[src/logic/johc_pkg.sv]
// What this block does
// [RULE1] Full-width select writes 00 to offset field; jumps use all sixteen data bits.
// [RULE2] Twelve-bit select writes 11; jumps use data bits 11-0 only.
// [RULE3] Twelve- and eight-bit offsets are sign-extended to sixteen bits before adding.
// [RULE4] Byte select writes 01; jumps use data bits 7-0 only.
// [RULE5] Taken relative jump target is incremented counter plus adjusted offset.
// [RULE6] Hold-mode select writes 10, enabling hold mode with byte offsets.
// [RULE7] Hold mode ends only when a width select overwrites the offset field.
// [RULE8] In hold mode the hold line repeats the latched instruction until released.
// [RULE9] Outside logic never asserts hold together with the hold-mode select.
// [RULE10] Advance op only drives the counter out and increments it.
// [RULE11] Microcode starts every service routine with an advance op.
// [RULE12] Idle floats the address port and holds the counter for one cycle.
// [RULE13] Back-to-back idles without hold alternate float and next sequential address.
// [RULE14] Microcode repeats idle through hold mode to float the port longer.
// [RULE15] Interrupt taken during idle sets in-progress flag but issues no vector; code still issues one on an idle that does not float the port.
// [RULE16] Microcode inhibits interrupt processing while idle executes.
// [RULE17] Interrupt requests are still latched while processing is inhibited.
// [RULE18] Clear-all op clears the latch, including a hold-left line 1 bit.
package johc_pkg;

  // ----------------------------------------
  // Widths
  // ----------------------------------------
  localparam int unsigned DATA_W   = 16;
  localparam int unsigned IRQ_N    = 10;
  localparam int unsigned OP_W     = 7;
  localparam int unsigned HOLD_IRQ = 1;
  localparam int unsigned OWF_LSB  = 4;

  // ----------------------------------------
  // Opcodes
  // ----------------------------------------
  localparam logic [6:0] OP_ADVANCE   = 7'h00;
  localparam logic [6:0] OP_IDLE      = 7'h10;
  localparam logic [6:0] OP_SEL_FULL  = 7'h24;
  localparam logic [6:0] OP_HOLD_SEL  = 7'h25;
  localparam logic [6:0] OP_SEL_BYTE  = 7'h26;
  localparam logic [6:0] OP_SEL_TWLV  = 7'h27;
  localparam logic [6:0] OP_CLR_IRQS  = 7'h01;
  localparam logic [6:0] OP_DIS_IRQS  = 7'h16;
  localparam logic [6:0] OP_ENA_IRQS  = 7'h36;
  localparam logic [2:0] REL_GRP      = 3'h7;
  localparam logic [1:0] REL_JUMP_LO  = 2'h1;
  localparam logic [1:0] REL_CALL_LO  = 2'h2;

  // ----------------------------------------
  // Offset width field and reset values
  // ----------------------------------------
  typedef enum logic [1:0] {
    JOHC_WID_FULL = 2'b00,
    JOHC_WID_BYTE = 2'b01,
    JOHC_WID_HOLD = 2'b10,
    JOHC_WID_TWLV = 2'b11
  } johc_width_t;

  localparam johc_width_t WIDTH_RESET = JOHC_WID_FULL;
  localparam logic        IRQ_ENA_RST = 1'b0;

  typedef struct packed {
    logic        sel_width;
    johc_width_t width;
    logic        idle;
    logic        rel_jump;
    logic        irq_clear;
    logic        irq_enable;
    logic        irq_disable;
  } johc_dec_t;

endpackage

[src/logic/johc_ctrl.sv]
`timescale 1ns/1ps
module johc_ctrl
  import johc_pkg::*;
(
  input  wire logic              i_mclk,
  input  wire logic              i_rst,
  input  wire logic [OP_W-1:0]   i_instr,
  input  wire logic [DATA_W-1:0] i_data,
  input  wire logic              i_cond_true,
  input  wire logic [IRQ_N-1:0]  i_irq_req,
  input  wire logic [IRQ_N-1:0]  i_irq_mask,
  input  wire logic              i_irq_in_progress_flag_clr,
  output logic [DATA_W-1:0]      o_addr,
  output logic                   o_addr_oe_n,
  output johc_width_t            o_offset_width,
  output logic                   o_hold_mode,
  output logic [IRQ_N-1:0]       o_irq_latch,
  output logic                   o_irq_enabled,
  output logic                   o_irq_in_progress,
  output logic                   o_vector_req
);

  // ----------------------------------------
  // Pin synchronisers
  // ----------------------------------------
  logic [IRQ_N-1:0] sync1_r;
  logic [IRQ_N-1:0] irq_s_r;

  always_ff @(posedge i_mclk or posedge i_rst) begin
    if (i_rst) begin
      sync1_r <= '0;
      irq_s_r <= '0;
    end else begin
      sync1_r <= i_irq_req;
      irq_s_r <= sync1_r;
    end
  end

  // ----------------------------------------
  // State
  // ----------------------------------------
  logic [DATA_W-1:0] pc_r;
  logic [DATA_W-1:0] pc_nxt;
  logic [OP_W-1:0]   instr_r;
  logic [OP_W-1:0]   instr_nxt;
  johc_width_t       width_r;
  johc_width_t       width_nxt;
  logic              hold_rpt_r;
  logic              hold_rpt_nxt;
  logic              float_r;
  logic              float_nxt;
  logic [IRQ_N-1:0]  latch_r;
  logic [IRQ_N-1:0]  latch_nxt;
  logic              ena_r;
  logic              ena_nxt;
  logic              irq_in_progress_flag_r;
  logic              irq_in_progress_flag_nxt;
  logic              vec_r;
  logic              vec_nxt;

  logic [OP_W-1:0]   exec;
  johc_dec_t         dec;
  logic [DATA_W-1:0] offset;
  logic [DATA_W-1:0] pc_inc;
  logic [DATA_W-1:0] target;
  logic              take;

  // ----------------------------------------
  // Decode and next state
  // ----------------------------------------
  always_comb begin
    // Repeat the held instruction; the port is ignored meanwhile
    exec = hold_rpt_r ? instr_r : i_instr; // see [RULE8]
    dec  = '0;
    dec.width = width_r;
    case (exec)
      OP_SEL_FULL: begin
        dec.sel_width = 1'b1;
        dec.width     = JOHC_WID_FULL; // see [RULE1]
      end
      OP_SEL_TWLV: begin
        dec.sel_width = 1'b1;
        dec.width     = JOHC_WID_TWLV; // see [RULE2]
      end
      OP_SEL_BYTE: begin
        dec.sel_width = 1'b1;
        dec.width     = JOHC_WID_BYTE; // see [RULE4]
      end
      OP_HOLD_SEL: begin
        dec.sel_width = 1'b1;
        dec.width     = JOHC_WID_HOLD; // see [RULE6]
      end
      OP_IDLE:     dec.idle        = 1'b1;
      OP_CLR_IRQS: dec.irq_clear   = 1'b1;
      OP_ENA_IRQS: dec.irq_enable  = 1'b1;
      OP_DIS_IRQS: dec.irq_disable = 1'b1;
      default: begin
        dec.rel_jump = (exec[6:4] == REL_GRP) &&
                       ((exec[1:0] == REL_JUMP_LO) || (exec[1:0] == REL_CALL_LO));
      end
    endcase

    case (width_r)
      JOHC_WID_FULL: offset = i_data; // see [RULE1]
      JOHC_WID_TWLV: offset = {{4{i_data[11]}}, i_data[11:0]}; // see [RULE2] [RULE3]
      default:       offset = {{8{i_data[7]}}, i_data[7:0]}; // see [RULE3] [RULE4] [RULE6]
    endcase
    pc_inc = pc_r + 16'h0001;
    target = pc_inc + offset; // see [RULE5]

    // Only width selects touch the field, so hold mode persists until one
    width_nxt    = dec.sel_width ? dec.width : width_r; // see [RULE7]
    hold_rpt_nxt = (width_r == JOHC_WID_HOLD) && irq_s_r[HOLD_IRQ]; // see [RULE8]
    instr_nxt    = exec;

    // Unheld idle after a floated idle drives the next address instead
    float_nxt = dec.idle && (hold_rpt_r || !float_r); // see [RULE12] [RULE13]
    if (float_nxt) begin
      pc_nxt = pc_r; // see [RULE12]
    end else if (dec.rel_jump && i_cond_true) begin
      pc_nxt = target; // see [RULE5]
    end else begin
      pc_nxt = pc_inc; // see [RULE10]
    end

    // New requests win over the clear-all op
    latch_nxt = (dec.irq_clear ? '0 : latch_r) | irq_s_r; // see [RULE17] [RULE18]
    ena_nxt   = dec.irq_enable ? 1'b1 : (dec.irq_disable ? 1'b0 : ena_r);
    take      = ena_r && !irq_in_progress_flag_r && (|(latch_r & ~i_irq_mask));
    irq_in_progress_flag_nxt  = take || (irq_in_progress_flag_r && !i_irq_in_progress_flag_clr); // see [RULE15]
    // No vector can leave a floated port
    vec_nxt   = take && !float_nxt; // see [RULE15]
  end

  always_ff @(posedge i_mclk or posedge i_rst) begin
    if (i_rst) begin
      pc_r       <= '0;
      instr_r    <= OP_ADVANCE;
      width_r    <= WIDTH_RESET;
      hold_rpt_r <= 1'b0;
      float_r    <= 1'b0;
      latch_r    <= '0;
      ena_r      <= IRQ_ENA_RST;
      irq_in_progress_flag_r     <= 1'b0;
      vec_r      <= 1'b0;
    end else begin
      pc_r       <= pc_nxt;
      instr_r    <= instr_nxt;
      width_r    <= width_nxt;
      hold_rpt_r <= hold_rpt_nxt;
      float_r    <= float_nxt;
      latch_r    <= latch_nxt;
      ena_r      <= ena_nxt;
      irq_in_progress_flag_r     <= irq_in_progress_flag_nxt;
      vec_r      <= vec_nxt;
    end
  end

  // ----------------------------------------
  // Outputs
  // ----------------------------------------
  assign o_addr            = pc_r;
  assign o_addr_oe_n       = float_r;
  assign o_offset_width    = width_r;
  assign o_hold_mode       = (width_r == JOHC_WID_HOLD);
  assign o_irq_latch       = latch_r;
  assign o_irq_enabled     = ena_r;
  assign o_irq_in_progress = irq_in_progress_flag_r;
  assign o_vector_req      = vec_r;
endmodule

[config.mk]
export PLATFORM = sky130hd
export DESIGN_NAME = johc_ctrl
export DESIGN_NICKNAME = d
export VERILOG_FILES = /design/src/logic/johc_pkg.sv /design/src/logic/johc_ctrl.sv
export SDC_FILE = /design/constraint.sdc
export NUM_CORES = 1
export LEC_CHECK = 0
export ABC_AREA = 1
export ABC_CLOCK_PERIOD_IN_PS = 5460
export BUFFER_PORTS_ARGS = -buffer_cell sky130_fd_sc_hd__buf_2
export CORE_AREA = 2 2 83 85
export CTS_BUF_LIST = sky130_fd_sc_hd__clkbuf_2 sky130_fd_sc_hd__clkbuf_4 sky130_fd_sc_hd__clkbuf_8
export DETAILED_ROUTE_END_ITERATION = 7
export DIE_AREA = 0 0 85 87
export PLACE_DENSITY = 0.95
export SETUP_SLACK_MARGIN = 0.4
export SLEW_MARGIN = 10
export SYNTH_ARGS = -nofsm -noshare
export SYNTH_HDL_FRONTEND = slang
export SYNTH_SLANG_ARGS = --single-unit
[constraint.sdc]
create_clock -name i_mclk -period 5.46 [get_ports i_mclk]
set_clock_uncertainty 0.15 [all_clocks]
set_input_delay 1.638 -clock i_mclk [delete_from_list [all_inputs] [get_ports i_mclk]]
set_output_delay 1.638 -clock i_mclk [all_outputs]
set_load 0.05 [all_outputs]
# Word level (Yosys, flattened, before mapping)
# Cells that the tools add are included.
# W data, S select, Z words.
word_totals:
  register_bits: 60
  latchBits: 0
  mem_bits_rw: 0
  mem_bits_ro: 0
  out_inout_bits: 33
  mem_count: 0
op_classes:
  n_addsub: 2
  n_mul: 0
  div_mod_pow: 0
  order_cmp: 0
  n_eq_ne: 13
  shifts: 0
  mux: 12
  n_bitwise: 3
  n_reduce_logical: 21
ops:
  columns: ["operator", "count"]
  rows:
  - ["$eq A7 B6 Y1 const B", 5]
  - ["$pmux W16 S2", 1]
  - ["$add A16 B1 Y16 const B", 1]
  - ["$add A16 B16 Y16", 1]
  - ["$mux W16", 1]
  - ["$eq A7 B5 Y1 const B", 2]
  - ["$pmux W3 S4", 1]
  - ["$and A10 B10 Y10", 1]
  - ["$mux W10", 1]
  - ["$not A10 Y10", 1]
  - ["$or A10 B10 Y10", 1]
  - ["$reduce_or A10 Y1", 1]
  - ["$logic_and A1 B1 Y1", 8]
  - ["$reduce_or A8 Y1", 1]
  - ["$eq A7 B1 Y1 const B", 1]
  - ["$mux W1", 7]
  - ["$mux W7", 1]
  - ["$eq A2 B2 Y1 const B", 3]
  - ["$logic_not A1 Y1", 4]
  - ["$reduce_bool A4 Y1", 1]
  - ["$eq A3 B3 Y1 const B", 1]
  - ["$logic_or A1 B1 Y1", 3]
  - ["$eq A2 B1 Y1 const B", 1]
  - ["$logic_not A2 Y1", 1]
  - ["2 further kinds", 2]

# Longest topological paths before layout
# Gate-level depths: netlist of run 1.
depth:
  depth_word: 7
  ltp_mapped: 20
  mapped_depth_nobuf: 20

# Worst setup path after synthesis of run 1
# No wires, ideal clock.
synth_timing:
  kind: "input port to flip-flop"
  start: "in i_data[7]"
  end: "reg pc_r[13], in the netlist o_addr[13]"
  setup_ps: 78
  arrival_ps: 3266
  t_required_ps: 5232
  slack_ps: 1966
  path_stages: 14
  path_buffers: 1
  path_cell_list: "or2_2 > clkbuf_1 > nand2_1 > inv_1 > ha_1 > nand2_1 > inv_1 > a21oi_1 > nor2_1 > nor2_1 > nand2_1 > nand2_1 > nand3_1 > a21oi_1"
synth_between:
  elab_chain_len: 3
synth_rtl:
  columns: ["element", "line", "text"]
  rows:
  - ["start: declaration", "johc_ctrl.sv:8", "input wire logic [DATA_W-1:0] i_data,"]
  - ["$pmux W16 S2", "johc_ctrl.sv:103", "case (width_r)"]
  - ["$add A16 B16 Y16", "johc_ctrl.sv:109", "target = pc_inc + offset;"]
  - ["$mux W16", "johc_ctrl.sv:120", "end else if (dec.rel_jump && i_cond_true) begin"]
  - ["end signal: assignment", "johc_ctrl.sv:147", "pc_r <= pc_nxt;"]
  - ["end: declaration", "johc_ctrl.sv:42", "logic [DATA_W-1:0] pc_r;"]
# Every way passes these cells.
# A chain may end at the register's enable or synchronous reset.

# Worst setup path after layout of run 1
layout_timing:
  start: "in i_instr[0]"
  end: "reg pc_r[0], in the netlist o_addr[0]"
layout_between:
  elab_chain_len: 7
  word_cells_on_any_way: 19
  cone_classes: "10 x eq/ne; 4 x mux; 5 x reduce/logical"
layout_rtl:
  columns: ["element", "line", "text"]
  rows:
  - ["start: declaration", "johc_ctrl.sv:7", "input wire logic [OP_W-1:0] i_instr,"]
  - ["$mux W7 *", "johc_ctrl.sv:73", "exec = hold_rpt_r ? instr_r : i_instr;"]
  - ["branches (longest 6 deep; another with $mux W16)", null, null]
# Every way passes the cells marked *.

==> metrics.log, run 1 <==
[metrics] run status: finished clean
[metrics] clock share of power: between 10% and 20%
[metrics] internal power of the cells: between 1 and 1.5 mW
[metrics] Tcrit/Tclk final: between 60% and 70%
[metrics] Antenna Cells: 0
[metrics] top cell type by total area after synthesis: sky130_fd_sc_hd__dfrtp_1
[metrics] Root Driver: sky130_fd_sc_hd__clkbuf_8
[metrics] biggest fanout along the worst timing path: 20
[metrics] P_sw: approximately 1.7 mW
[metrics] share of cells above drive strength 1: between 10% and 20%
[metrics] post-layout instance count excluding filler cells: roughly 680
[metrics] Avg Cell Area, Syn: 7.39 um^2
[metrics] Slew Limit Fails: 0
[metrics] Data required, critical path: roughly 5.5 ns
[metrics] proportion of power drawn by flip-flops and latches: 22.0%
[metrics] CTS Buffer Depth: 2
[metrics] measured slew at the worst slew-check pin: 0.752 ns
[metrics] first-pass GRT wire length: about 16000 um
[metrics] PostCTS Resize Cnt: 0
[metrics] number of cells produced by synthesis: about 500
[metrics] net count after synthesis: slightly below 600
[metrics] Antenna Nets Post-Route: 0
[metrics] sum of routed wire length over all layers: roughly 9400 um
[metrics] clock transition at the registers of the reported paths: 0.07 ns
[metrics] Synthesis Warnings: 0
[metrics] aggregate global-route resource usage: 26.7%
[metrics] chip width: 85 um
[metrics] number of violations of the max-capacitance limit: 0
[metrics] worst vdd ir: around 360 uV
[metrics] final worst path period need: ~3.6 ns
[metrics] Setup WS post-layout: 1.86 ns
[metrics] portion of the post-synthesis area used by sequential elements: 39.8%
[metrics] Lkg Pwr: between 2 and 2.5 nW
[metrics] FP Rows: 30
[metrics] vias after detailed routing: 3518
[metrics] arrival time of the worst setup path: roughly 3.7 ns
[metrics] Yosys top cell area share: approximately two fifths
[metrics] P per Cell Area: around 690 nW/um^2
[metrics] worst max-slew margin expressed relative to the limit: 49.8%
[metrics] routability congestion estimate: ~0.90
[metrics] Die Y: a little under 90 um
[metrics] Logic pwr share: 66.9%
[metrics] number of post-CTS setup repair buffers: 0
[metrics] placed cell areas: around 4200 um^2
[metrics] clock latency on the worst-skew pair: 0.33 ns
[metrics] post-DR wirelength/cell: 13.9 um
[metrics] number of hold buffers added after cts: 0
[metrics] total of endpoints with negative setup slack in the final report: 0
[metrics] type of the worst setup path: primary input to register
[metrics] Post-Layout Inst Area: 4370 um^2
[metrics] Initial DRC Count: between 150 and 200
[metrics] TritonCTS sink count: 60
[metrics] number of remaining DRC errors: 0
[metrics] cell types occupying the most area after synthesis: sky130_fd_sc_hd__dfrtp_1, sky130_fd_sc_hd__nand2_1, sky130_fd_sc_hd__inv_1
[metrics] routed via count divided by cell count: just over 5
[metrics] placeable core region: roughly 6600 um^2
[metrics] CTS buffer count: 9
[metrics] max frequency: between 0.2 and 0.3 GHz
[metrics] area growth from synthesis to layout: 15.7%
[metrics] starting density of the core: between 50% and 60%
[metrics] first-pass iteration count of the detailed router: 4
[metrics] sum of overflow across all layers after global routing: 0
[metrics] switching part of the total power: between 50% and 60%
[metrics] number of levels the H-tree was split into: 3
[metrics] RSZ-0062 raised after global routing: no
[metrics] antenna violations before repair: 0
[metrics] leading cell type in the layout, fill and taps excluded: sky130_fd_sc_hd__nand2_1
[metrics] number of port buffers: around 80
[metrics] Synth Register Bits: 60
[metrics] die area: between 7000 and 8000 um^2
[metrics] commonest cells after routing, fill and taps aside: sky130_fd_sc_hd__nand2_1, sky130_fd_sc_hd__inv_1, sky130_fd_sc_hd__buf_2
[metrics] HP Class: register to register
[metrics] Placed Instances: ~660
[metrics] post-route setup TNS: 0 ns
[metrics] post-placement worst setup slack: between 1.5 and 2 ns
[metrics] Final Hold Viols: 0
[metrics] largest net degree at the start of global routing: 61
[metrics] FILL cells: around 550
[metrics] Critical Path Source Type: primary input
[metrics] post-layout net count: around 670
[metrics] critical path capture point type: register
[metrics] clock tree from TritonCTS: done
[metrics] number of unique standard cell types used by synthesis: 32
[metrics] placed wire-length estimate after detailed placement: between 7000 and 8000 um
[metrics] summed instance area of the synthesized netlist: ~3800 um^2
[metrics] I/O pin cnt: 80
[metrics] number of global-route vias before repair: between 3000 and 4000
==> through the flow <==
stage | hold WS (ns) | utilization [%] | total power [mW]
after global routing | 0.219 | 66.5 | 3.31
final | 0.200 | 66.5 | 3.01
after global placement | 0.182 | 64.1 | 2.59
after floorplan | 0.181 | - | 2.21
after CTS | 0.202 | 66.5 | 2.99
after detailed placement | 0.186 | 64.1 | 2.65
==> cells by family after synthesis <==
| logic type | synth area share, % |
|---|---|
| compound gates | 12.5 |
| fa+ha+maj | 8.48 |
| flops | 39.8 |
| buf+inv | 11.3 |
| xor+xnor | 3.02 |
| simple gates | 24.9 |
==> layout make-up <==
class	count	area, um^2	share of cell area, %
clock buffer	10	131	3.01
inverter	95	357	8.16
tap	80	100	2.29
sequential	60	1500	34.4
timing repair buffer	80	403	9.22
clock inverter	5	30.0	0.687
multi-input combinational	347	1850	42.3
==> final timing paths <==
path | startpoint | endpoint | slack [ns] | depth (start not counted)
min in group asynchronous | i_rst | o_addr[2]$_DFFE_PP0N_ | 1.36 | 3
max in group asynchronous | i_rst | o_offset_width[0]$_DFFE_PP0P_ | 3.31 | 3
hold / removal | sync1_r[4]$_DFF_PP0_ | irq_s_r[4]$_DFF_PP0_ | 0.20 | 0
setup / recovery | i_instr[0] | o_addr[0]$_DFFE_PP0N_ | 1.86 | 10
hold reg to reg | sync1_r[4]$_DFF_PP0_ | irq_s_r[4]$_DFF_PP0_ | 0.20 | 0
setup reg to reg | hold_rpt_r$_DFF_PP0_ | o_addr[0]$_DFFE_PP0N_ | 2.44 | 11
==> sequential cells by signal, summed over array words and instances (netlist names) <==
| register | count |
|---|---|
| o_offset_width | 2 |
| o_addr | 16 |
| hold_rpt_r | 1 |
| o_addr_oe_n | 1 |
| irq_s_r | 10 |
| o_vector_req | 1 |
| o_irq_latch | 10 |
| instr_r | 7 |
| sync1_r | 10 |
| o_irq_in_progress | 1 |
| o_irq_enabled | 1 |
==> routing by layer <==
metal | global-route usage (%) | routed length [um] | up-vias
met5 | 0 | 0 | -
met4 | 14.0 | 352 | 0
met3 | 5.40 | 514 | 30
met2 | 48.1 | 4800 | 114
met1 | 29.8 | 3710 | 1598
li1 | - | - | 1776
==> power by group through the flow <==
stage                     combinational [mW]  sequential, mW  clock [mW]
after floorplan                         1.29           0.921           0
after global placement                  1.93           0.664           0
after global routing                    2.27           0.677       0.356
after detailed placement                1.98           0.668           0
final                                   2.01           0.663       0.333
after CTS                               1.99           0.661       0.339
==> worst max-delay path, stage by stage <==
cell and delay, ns:
sky130_fd_sc_hd__buf_2 0.10, sky130_fd_sc_hd__o21ai_0 0.37, sky130_fd_sc_hd__ha_1 0.27, sky130_fd_sc_hd__nand2_1 0.06, sky130_fd_sc_hd__nor3_1 0.17, sky130_fd_sc_hd__nand2_1 0.41
sky130_fd_sc_hd__inv_2 0.38, sky130_fd_sc_hd__a21oi_1 0.06, sky130_fd_sc_hd__o21ai_0 0.09, sky130_fd_sc_hd__o21ai_1 0.08
==> synthesized netlist by cell type (all sizes together) <==
master  instances
a21o            2
a21oi          21
a22oi           2
a31oi           2
and3            2
buf             8
clkbuf          1
dfrtp          60
fa              1
ha             24
inv            95
nand2         131
nand3          34
nand4           4
nor2           45
nor3            8
o211ai          2
o21ai          33
o21bai         12
o22ai           5
o311ai          1
o31ai           1
or2             4
xnor2           2
xor2           11
(Power assumes the default switching activity.)
==> run 2: changes to the inputs <==
Settings changed: ABC_AREA 1 to 0, ABC_CLOCK_PERIOD_IN_PS 5460 to 3000, CORE_AREA 2 2 83 85 to 2 2 87 89, DIE_AREA 0 0 85 87 to 0 0 89 91, PLACE_DENSITY 0.95 to 0.9.
Clock period 5.46 ns to 3 ns, I/O delays scaled along.
==> metrics.log, run 2 <==
[metrics] busiest metal layer after global routing: met2
[metrics] Avg Cell Area, Syn: between 9 and 10 um^2
[metrics] commonest cells after routing, fill and taps aside: sky130_fd_sc_hd__buf_2, sky130_fd_sc_hd__buf_4, sky130_fd_sc_hd__dfrtp_1
[metrics] Synth Register Bits: 60
[metrics] number of global-route vias before repair: ~3400
[metrics] RSZ-0062 raised after global routing: yes
[metrics] slowest stage delay, CP: slightly above 0.4 ns
[metrics] max frequency: between 0.3 and 0.4 GHz
[metrics] Final Hold Viols: 0
[metrics] routed via count divided by cell count: 5.66
[metrics] net count after synthesis: around 450
[metrics] share of cells above drive strength 1: roughly 46%
[metrics] top cells by count, synth: sky130_fd_sc_hd__dfrtp_1, sky130_fd_sc_hd__nand2_1, sky130_fd_sc_hd__a21oi_1
[metrics] P_sw: 3.26 mW
[metrics] critical path's slowest cell: sky130_fd_sc_hd__or4_4
[metrics] Initial DRC Count: about 260
[metrics] biggest fanout along the worst timing path: 5
[metrics] total of endpoints with negative setup slack in the final report: 0
[metrics] Antenna Nets Post-Route: 0
[metrics] CTS Buffer Depth: 2
[metrics] vias after detailed routing: ~3500
[metrics] worst max-slew margin expressed relative to the limit: about two fifths
[metrics] clock transition at the registers of the reported paths: 0.07 ns
[metrics] Root Driver: sky130_fd_sc_hd__clkbuf_8
[metrics] FP Rows: 31
[metrics] number of port buffers: 79
[metrics] Slew Limit Fails: 0
[metrics] measured slew at the worst slew-check pin: between 0.8 and 0.9 ns
[metrics] Antenna Cells: 0
[metrics] critical path capture point type: register
[metrics] leading cell type in the layout, fill and taps excluded: sky130_fd_sc_hd__buf_2
[metrics] last element of the critical path: o_addr[15]$_DFFE_PP0N_
[metrics] type of the worst setup path: register to register
[metrics] Synthesis Warnings: 0
[metrics] run status: finished clean
[metrics] first-pass iteration count of the detailed router: 7
[metrics] sum of routed wire length over all layers: between 10000 and 15000 um
[metrics] FILL cells: between 500 and 600
[metrics] starting density of the core: roughly 50%
[metrics] final core utilization: between 70% and 80%
[metrics] post-layout net count: between 500 and 600
[metrics] number of flops mapped to enable cells by yosys: 0
[metrics] CTS buffer count: 9
[metrics] antenna violations before repair: 0
[metrics] number of unique standard cell types used by synthesis: between 60 and 70
[metrics] met2 routing resource usage after global routing: approximately two fifths
[metrics] Logic pwr share: roughly 72%
[metrics] I/O pin cnt: 80
[metrics] most frequent cell after synthesis: sky130_fd_sc_hd__dfrtp_1
[metrics] grt met3 use: between 5 and 6%
[metrics] final worst path period need: 2.88 ns
[metrics] number of hold buffers added after cts: 0
[metrics] most frequent cell on the critical path: sky130_fd_sc_hd__and4_4
[metrics] Yosys top cell area share: a little over two fifths
[metrics] worst reg2reg path depth: 11
[metrics] chip width: ~89 um
[metrics] reg-to-reg endpoint: o_addr[15]$_DFFE_PP0N_
[metrics] P per Cell Area: 1300 nW/um^2
[metrics] number of remaining DRC errors: 0
[metrics] arrival time of the worst setup path: 3.00 ns
[metrics] share of synthesized registers carrying an async set or reset: between 90% and 100%
[metrics] Critical Path Source Type: register
[metrics] Tcrit/Tclk final: about 96%
[metrics] internal power of the cells: approximately 3.4 mW
[metrics] post-route setup TNS: 0 ns
[metrics] placeable core region: roughly 7100 um^2
[metrics] list of cells traversed by the critical path: and4_4 > nand3_4 > nor2_2 > xor2_2 > ha_4 > a21oi_2 > o21ai_2 > a211o_1 > and4_4 > or4_4 > o211ai_2
[metrics] Largest register FFs: 16
[metrics] sum of overflow across all layers after global routing: 0
[metrics] number of violations of the max-capacitance limit: 0
[metrics] clock latency on the worst-skew pair: 0.34 ns
[metrics] switching part of the total power: around 49%
[metrics] first-pass GRT wire length: 15500 um
[metrics] cell types occupying the most area after synthesis: sky130_fd_sc_hd__dfrtp_1, sky130_fd_sc_hd__ha_1, sky130_fd_sc_hd__a21oi_1
[metrics] post-DR wirelength/cell: approximately 17 um
[metrics] summed instance area of the synthesized netlist: 3580 um^2
[metrics] Die Y: about 91 um
[metrics] Data required, critical path: roughly 3.1 ns
[metrics] die area: around 8100 um^2
[metrics] top cell type by total area after synthesis: sky130_fd_sc_hd__dfrtp_1
[metrics] reg2reg start: o_addr[3]$_DFFE_PP0N_
[metrics] clock tree from TritonCTS: done
[metrics] Post-synth top flop: sky130_fd_sc_hd__dfrtp_1
[metrics] placed wire-length estimate after detailed placement: 7180 um
[metrics] number of levels the H-tree was split into: 3
[metrics] clock share of power: between 10% and 20%
[metrics] proportion of power drawn by flip-flops and latches: 17.8%
[metrics] fraction of met1 tracks used by global routing: between 30% and 40%
[metrics] area growth from synthesis to layout: 42.2%
[metrics] aggregate global-route resource usage: 24.6%
[metrics] TritonCTS sink count: 60
[metrics] routability congestion estimate: roughly 0.95
[metrics] portion of the post-synthesis area used by sequential elements: 42.0%
[metrics] number of cells produced by synthesis: approximately 380
[metrics] worst setup path start: o_addr[3]$_DFFE_PP0N_
[metrics] largest net degree at the start of global routing: 32
[metrics] Lkg Pwr: 2.35 nW
[metrics] HP Class: register to register
[metrics] setup slack of the worst register-to-register path: around 0.12 ns
[metrics] worst vdd ir: about 800 uV
==> run 2: power by group through the flow <==
stage	clock network, mW	logic [mW]	registers, mW
final	0.664	4.78	1.18
after global routing	0.722	5.13	1.19
after CTS	0.683	4.05	1.16
after detailed placement	0	3.82	1.21
after global placement	0	3.72	1.20
after floorplan	0	2.20	1.70
==> run 2: repair_timing <==
action,4_1_cts,5_1_grt
buffers inserted,10,7
pin swaps,11,29
endpoints found under the setup margin,8,11
hold endpoints to repair,0,0
gates resized for setup,12,46
==> run 2: worst max-delay path, delay by kind of cell, from the launching register on <==
kind                       cells  cell delay, ns
AOI/OAI and AO/OA              4            0.64
xor gates and xnor gates       1            0.24
adders and majority gates      1            0.26
DFF                            1            0.38
and+or+nand+nor                5            1.12
==> run 2: worst min-delay path by stage <==
stage	slack [ns]	to	startpoint	cells after the start
floorplan	0.18	irq_s_r[0]$_DFF_PP0_	sync1_r[0]$_DFF_PP0_	0
global placement	0.18	irq_s_r[6]$_DFF_PP0_	sync1_r[6]$_DFF_PP0_	0
detailed placement	0.18	irq_s_r[3]$_DFF_PP0_	sync1_r[3]$_DFF_PP0_	0
CTS	0.20	irq_s_r[6]$_DFF_PP0_	sync1_r[6]$_DFF_PP0_	0
global route	0.21	irq_s_r[8]$_DFF_PP0_	sync1_r[8]$_DFF_PP0_	0
finish	0.20	irq_s_r[6]$_DFF_PP0_	sync1_r[6]$_DFF_PP0_	0
==> run 2: routing by layer <==
layer  up-vias  wire length (um)
met5         -                 0
li1       1653                 -
met4         0               218
met1      1695              4020
met2       127              5560
met3        29               491
==> run 2: layout make-up <==
class                      instances  area, um^2  area share (%)
tap                               99         124            2.43
multi-input combinational        291        2370            46.6
sequential                        60        1520            29.9
inverter                          19        72.6            1.43
timing repair buffer             134         820            16.1
clock inverter                     7        57.6            1.13
clock buffer                       9         124            2.43
==> run 2: logic make-up after synthesis <==
group           Yosys count  share of synthesized area [%]
fa+ha+maj                25                           8.95
xor+xnor                 23                           5.63
flops                    60                           42.0
compound gates          115                           20.7
simple gates            121                           16.9
buf+inv                  30                           3.60
mux                       7                           2.20
==> run 2: through the flow <==
step | setup slack, ns | power (mW) | hold WS [ns] | std cells | instance area (um^2)
global route | -0.00786 | 7.05 | 0.205 | 619 | 5090
global placement | -0.0255 | 4.92 | 0.183 | 586 | 4430
detailed placement | -0.138 | 5.04 | 0.185 | 586 | 4430
CTS | 0.0721 | 5.89 | 0.202 | 612 | 4750
floorplan | -0.110 | 3.90 | 0.181 | 381 | 3710
finish | 0.118 | 6.62 | 0.199 | 619 | 5090
==> run 3: changes to the inputs <==
Settings changed: ABC_CLOCK_PERIOD_IN_PS 3000 to 3100, CORE_AREA 2 2 87 89 to 4 4 85 87, PLACE_DENSITY 0.9 to 0.93.
Clock period 3 ns to 3.1 ns, I/O delays scaled along.
==> metrics.log, run 3 (synthesis gave the netlist of run 2 again) <==
[metrics] P per Cell Area: 1290 nW/um^2
[metrics] first-pass GRT wire length: 16600 um
[metrics] biggest fanout along the worst timing path: 4
[metrics] vias after detailed routing: 3803
[metrics] Tcrit/Tclk final: 99.1%
[metrics] Die Y: between 90 and 100 um
[metrics] total of endpoints with negative setup slack in the final report: 0
[metrics] worst reg2reg path depth: 12
[metrics] number of remaining DRC errors: 0
[metrics] Min-Delay Endpoint: irq_s_r[7]$_DFF_PP0_
[metrics] busiest metal layer after global routing: met2
[metrics] chip width: 89 um
[metrics] CTS Buffer Depth: 2
[metrics] Data required, critical path: 3.22 ns
[metrics] clock transition at the registers of the reported paths: approximately 0.070 ns
[metrics] list of cells traversed by the critical path: and4_4 > nand3_4 > nor2_4 > nand2_2 > xnor2_2 > ha_1 > a21oi_2 > o21ai_1 > a211o_1 > and4_4 > or4_4 > o211ai_2
[metrics] Root Driver: sky130_fd_sc_hd__clkbuf_8
[metrics] Slew Limit Fails: 0
[metrics] number of port buffers: 79
[metrics] FP Rows: 29
[metrics] number of violations of the max-capacitance limit: 0
[metrics] routability congestion estimate: about 0.90
[metrics] final core utilization: between 70% and 80%
[metrics] post-layout instance count excluding filler cells: 596
[metrics] sum of overflow across all layers after global routing: 0
[metrics] Antenna Nets Post-Route: 0
[metrics] largest net degree at the start of global routing: 25
[metrics] placeable core region: around 6300 um^2
[metrics] reg-to-reg endpoint: o_addr[15]$_DFFE_PP0N_
[metrics] final-layout worst hold slack: between 0.15 and 0.2 ns
[metrics] Final Hold Viols: 0
[metrics] setup slack of the worst register-to-register path: approximately 0.028 ns
[metrics] max frequency: approximately 0.33 GHz
[metrics] fraction of met1 tracks used by global routing: roughly 31%
[metrics] Buf+Inv Stages, Crit Path: 0
[metrics] Setup WS post-layout: ~0.028 ns
[metrics] met2 routing resource usage after global routing: 45.2%
[metrics] post-layout net count: 585
[metrics] share of cells above drive strength 1: 43.8%
[metrics] leading cell type in the layout, fill and taps excluded: sky130_fd_sc_hd__buf_2
[metrics] post-DR wirelength/cell: between 20 and 25 um
[metrics] post-placement worst setup slack: -0.0918 ns
[metrics] worst vdd ir: roughly 1100 uV
[metrics] arrival time of the worst setup path: between 3 and 4 ns
[metrics] commonest cells after routing, fill and taps aside: sky130_fd_sc_hd__buf_2, sky130_fd_sc_hd__buf_4, sky130_fd_sc_hd__dfrtp_1
[metrics] number of levels the H-tree was split into: 3
[metrics] area taken by multi-input logic gates: about 2300 um^2
[metrics] cell family with most CP delay: simple AND/OR/NAND/NOR gates
[metrics] Placed Instances: 544
[metrics] HP Class: register to register
[metrics] final worst path period need: roughly 3.1 ns
[metrics] starting density of the core: between 50% and 60%
[metrics] measured slew at the worst slew-check pin: slightly above 0.7 ns
[metrics] critical path's slowest cell: sky130_fd_sc_hd__dfrtp_2
[metrics] area growth from synthesis to layout: 39.1%
[metrics] number of global-route vias before repair: between 3000 and 4000
[metrics] die area: ~8100 um^2
[metrics] sum of routed wire length over all layers: roughly 12000 um
[metrics] reg2reg start: o_addr[2]$_DFFE_PP0N_
[metrics] critical path capture point type: register
[metrics] number of instances on the worst hold path: 0
[metrics] antenna violations before repair: 1
[metrics] CTS buffer count: 9
[metrics] FILL cells: approximately 380
[metrics] placed wire-length estimate after detailed placement: ~7200 um
[metrics] aggregate global-route resource usage: 26.2%
[metrics] worst max-slew margin expressed relative to the limit: a little over 50%
[metrics] first-pass iteration count of the detailed router: 7
[metrics] most frequent cell on the critical path: sky130_fd_sc_hd__and4_4
[metrics] I/O pin cnt: 80
[metrics] type of the worst setup path: register to register
[metrics] RSZ-0062 raised after global routing: yes
[metrics] Critical Path Source Type: register
[metrics] Lkg Pwr: roughly 2.3 nW
[metrics] clock tree from TritonCTS: done
[metrics] grt met3 use: ~5.3%
[metrics] Largest register FFs: 16
[metrics] startpoint of the tightest hold check path: sync1_r[7]$_DFF_PP0_
[metrics] routed via count divided by cell count: approximately 6.4
[metrics] TritonCTS sink count: 60
[metrics] worst setup path start: o_addr[2]$_DFFE_PP0N_
[metrics] run status: finished clean
[metrics] sequential cell area: ~1500 um^2
[metrics] slowest stage delay, CP: 0.42 ns
[metrics] Initial DRC Count: approximately 370
[metrics] clock latency on the worst-skew pair: approximately 0.34 ns
## run 3: worst max path at each step
stage / to / slack, ns / cells after the start
after global placement: o_addr[15]$_DFFE_PP0N_ / 0.02 / 10
after detailed placement: o_addr[15]$_DFFE_PP0N_ / -0.09 / 10
final: o_addr[15]$_DFFE_PP0N_ / 0.03 / 12
after CTS: o_addr[15]$_DFFE_PP0N_ / 0.20 / 12
after floorplan: o_addr[15]$_DFFE_PP0N_ / -0.01 / 12
after global routing: o_addr[15]$_DFFE_PP0N_ / -0.06 / 12
## run 3: area by class of cell
type	count	share of cell area, %
multi-input cells	291	46.3
flip-flops and latches	60	30.5
repair buffers	132	16.3
clock buffers	11	2.92
well taps	77	1.94
inverters	19	1.46
clock inverters	5	0.553
diodes	1	0.0503
## run 3: timing repair
item	4_1_cts	5_1_grt
hold buffers	0	0
endpoints found under the setup margin	7	14
gates resized for setup	14	40
setup buffers	21	14
pin swaps	15	28
## run 3: where the power goes
part / switching (mW) / internal, mW
registers: 0.242 / 0.977
logic: 2.70 / 1.86
clock network: 0.307 / 0.315
total: 3.25 / 3.15
## run 3: through the flow
step / total power, mW / TNS [ns] / area [um^2]
6_report: 6.40 / 0 / 4980
5_1_grt: 6.68 / -0.0569 / 4980
4_1_cts: 5.54 / 0 / 4640
3_5_place_dp: 4.60 / -0.0918 / 4240
3_3_place_gp: 4.45 / 0 / 4240
2_1_floorplan: 3.75 / -0.00951 / 3690
## run 3: layer usage
metal	wire length (um)	vias to the layer above	share of wire, %
met5	0	-	0
met4	879	0	7.3
met3	918	94	7.6
met2	5970	257	50
met1	4270	1805	35
li1	-	1647	-
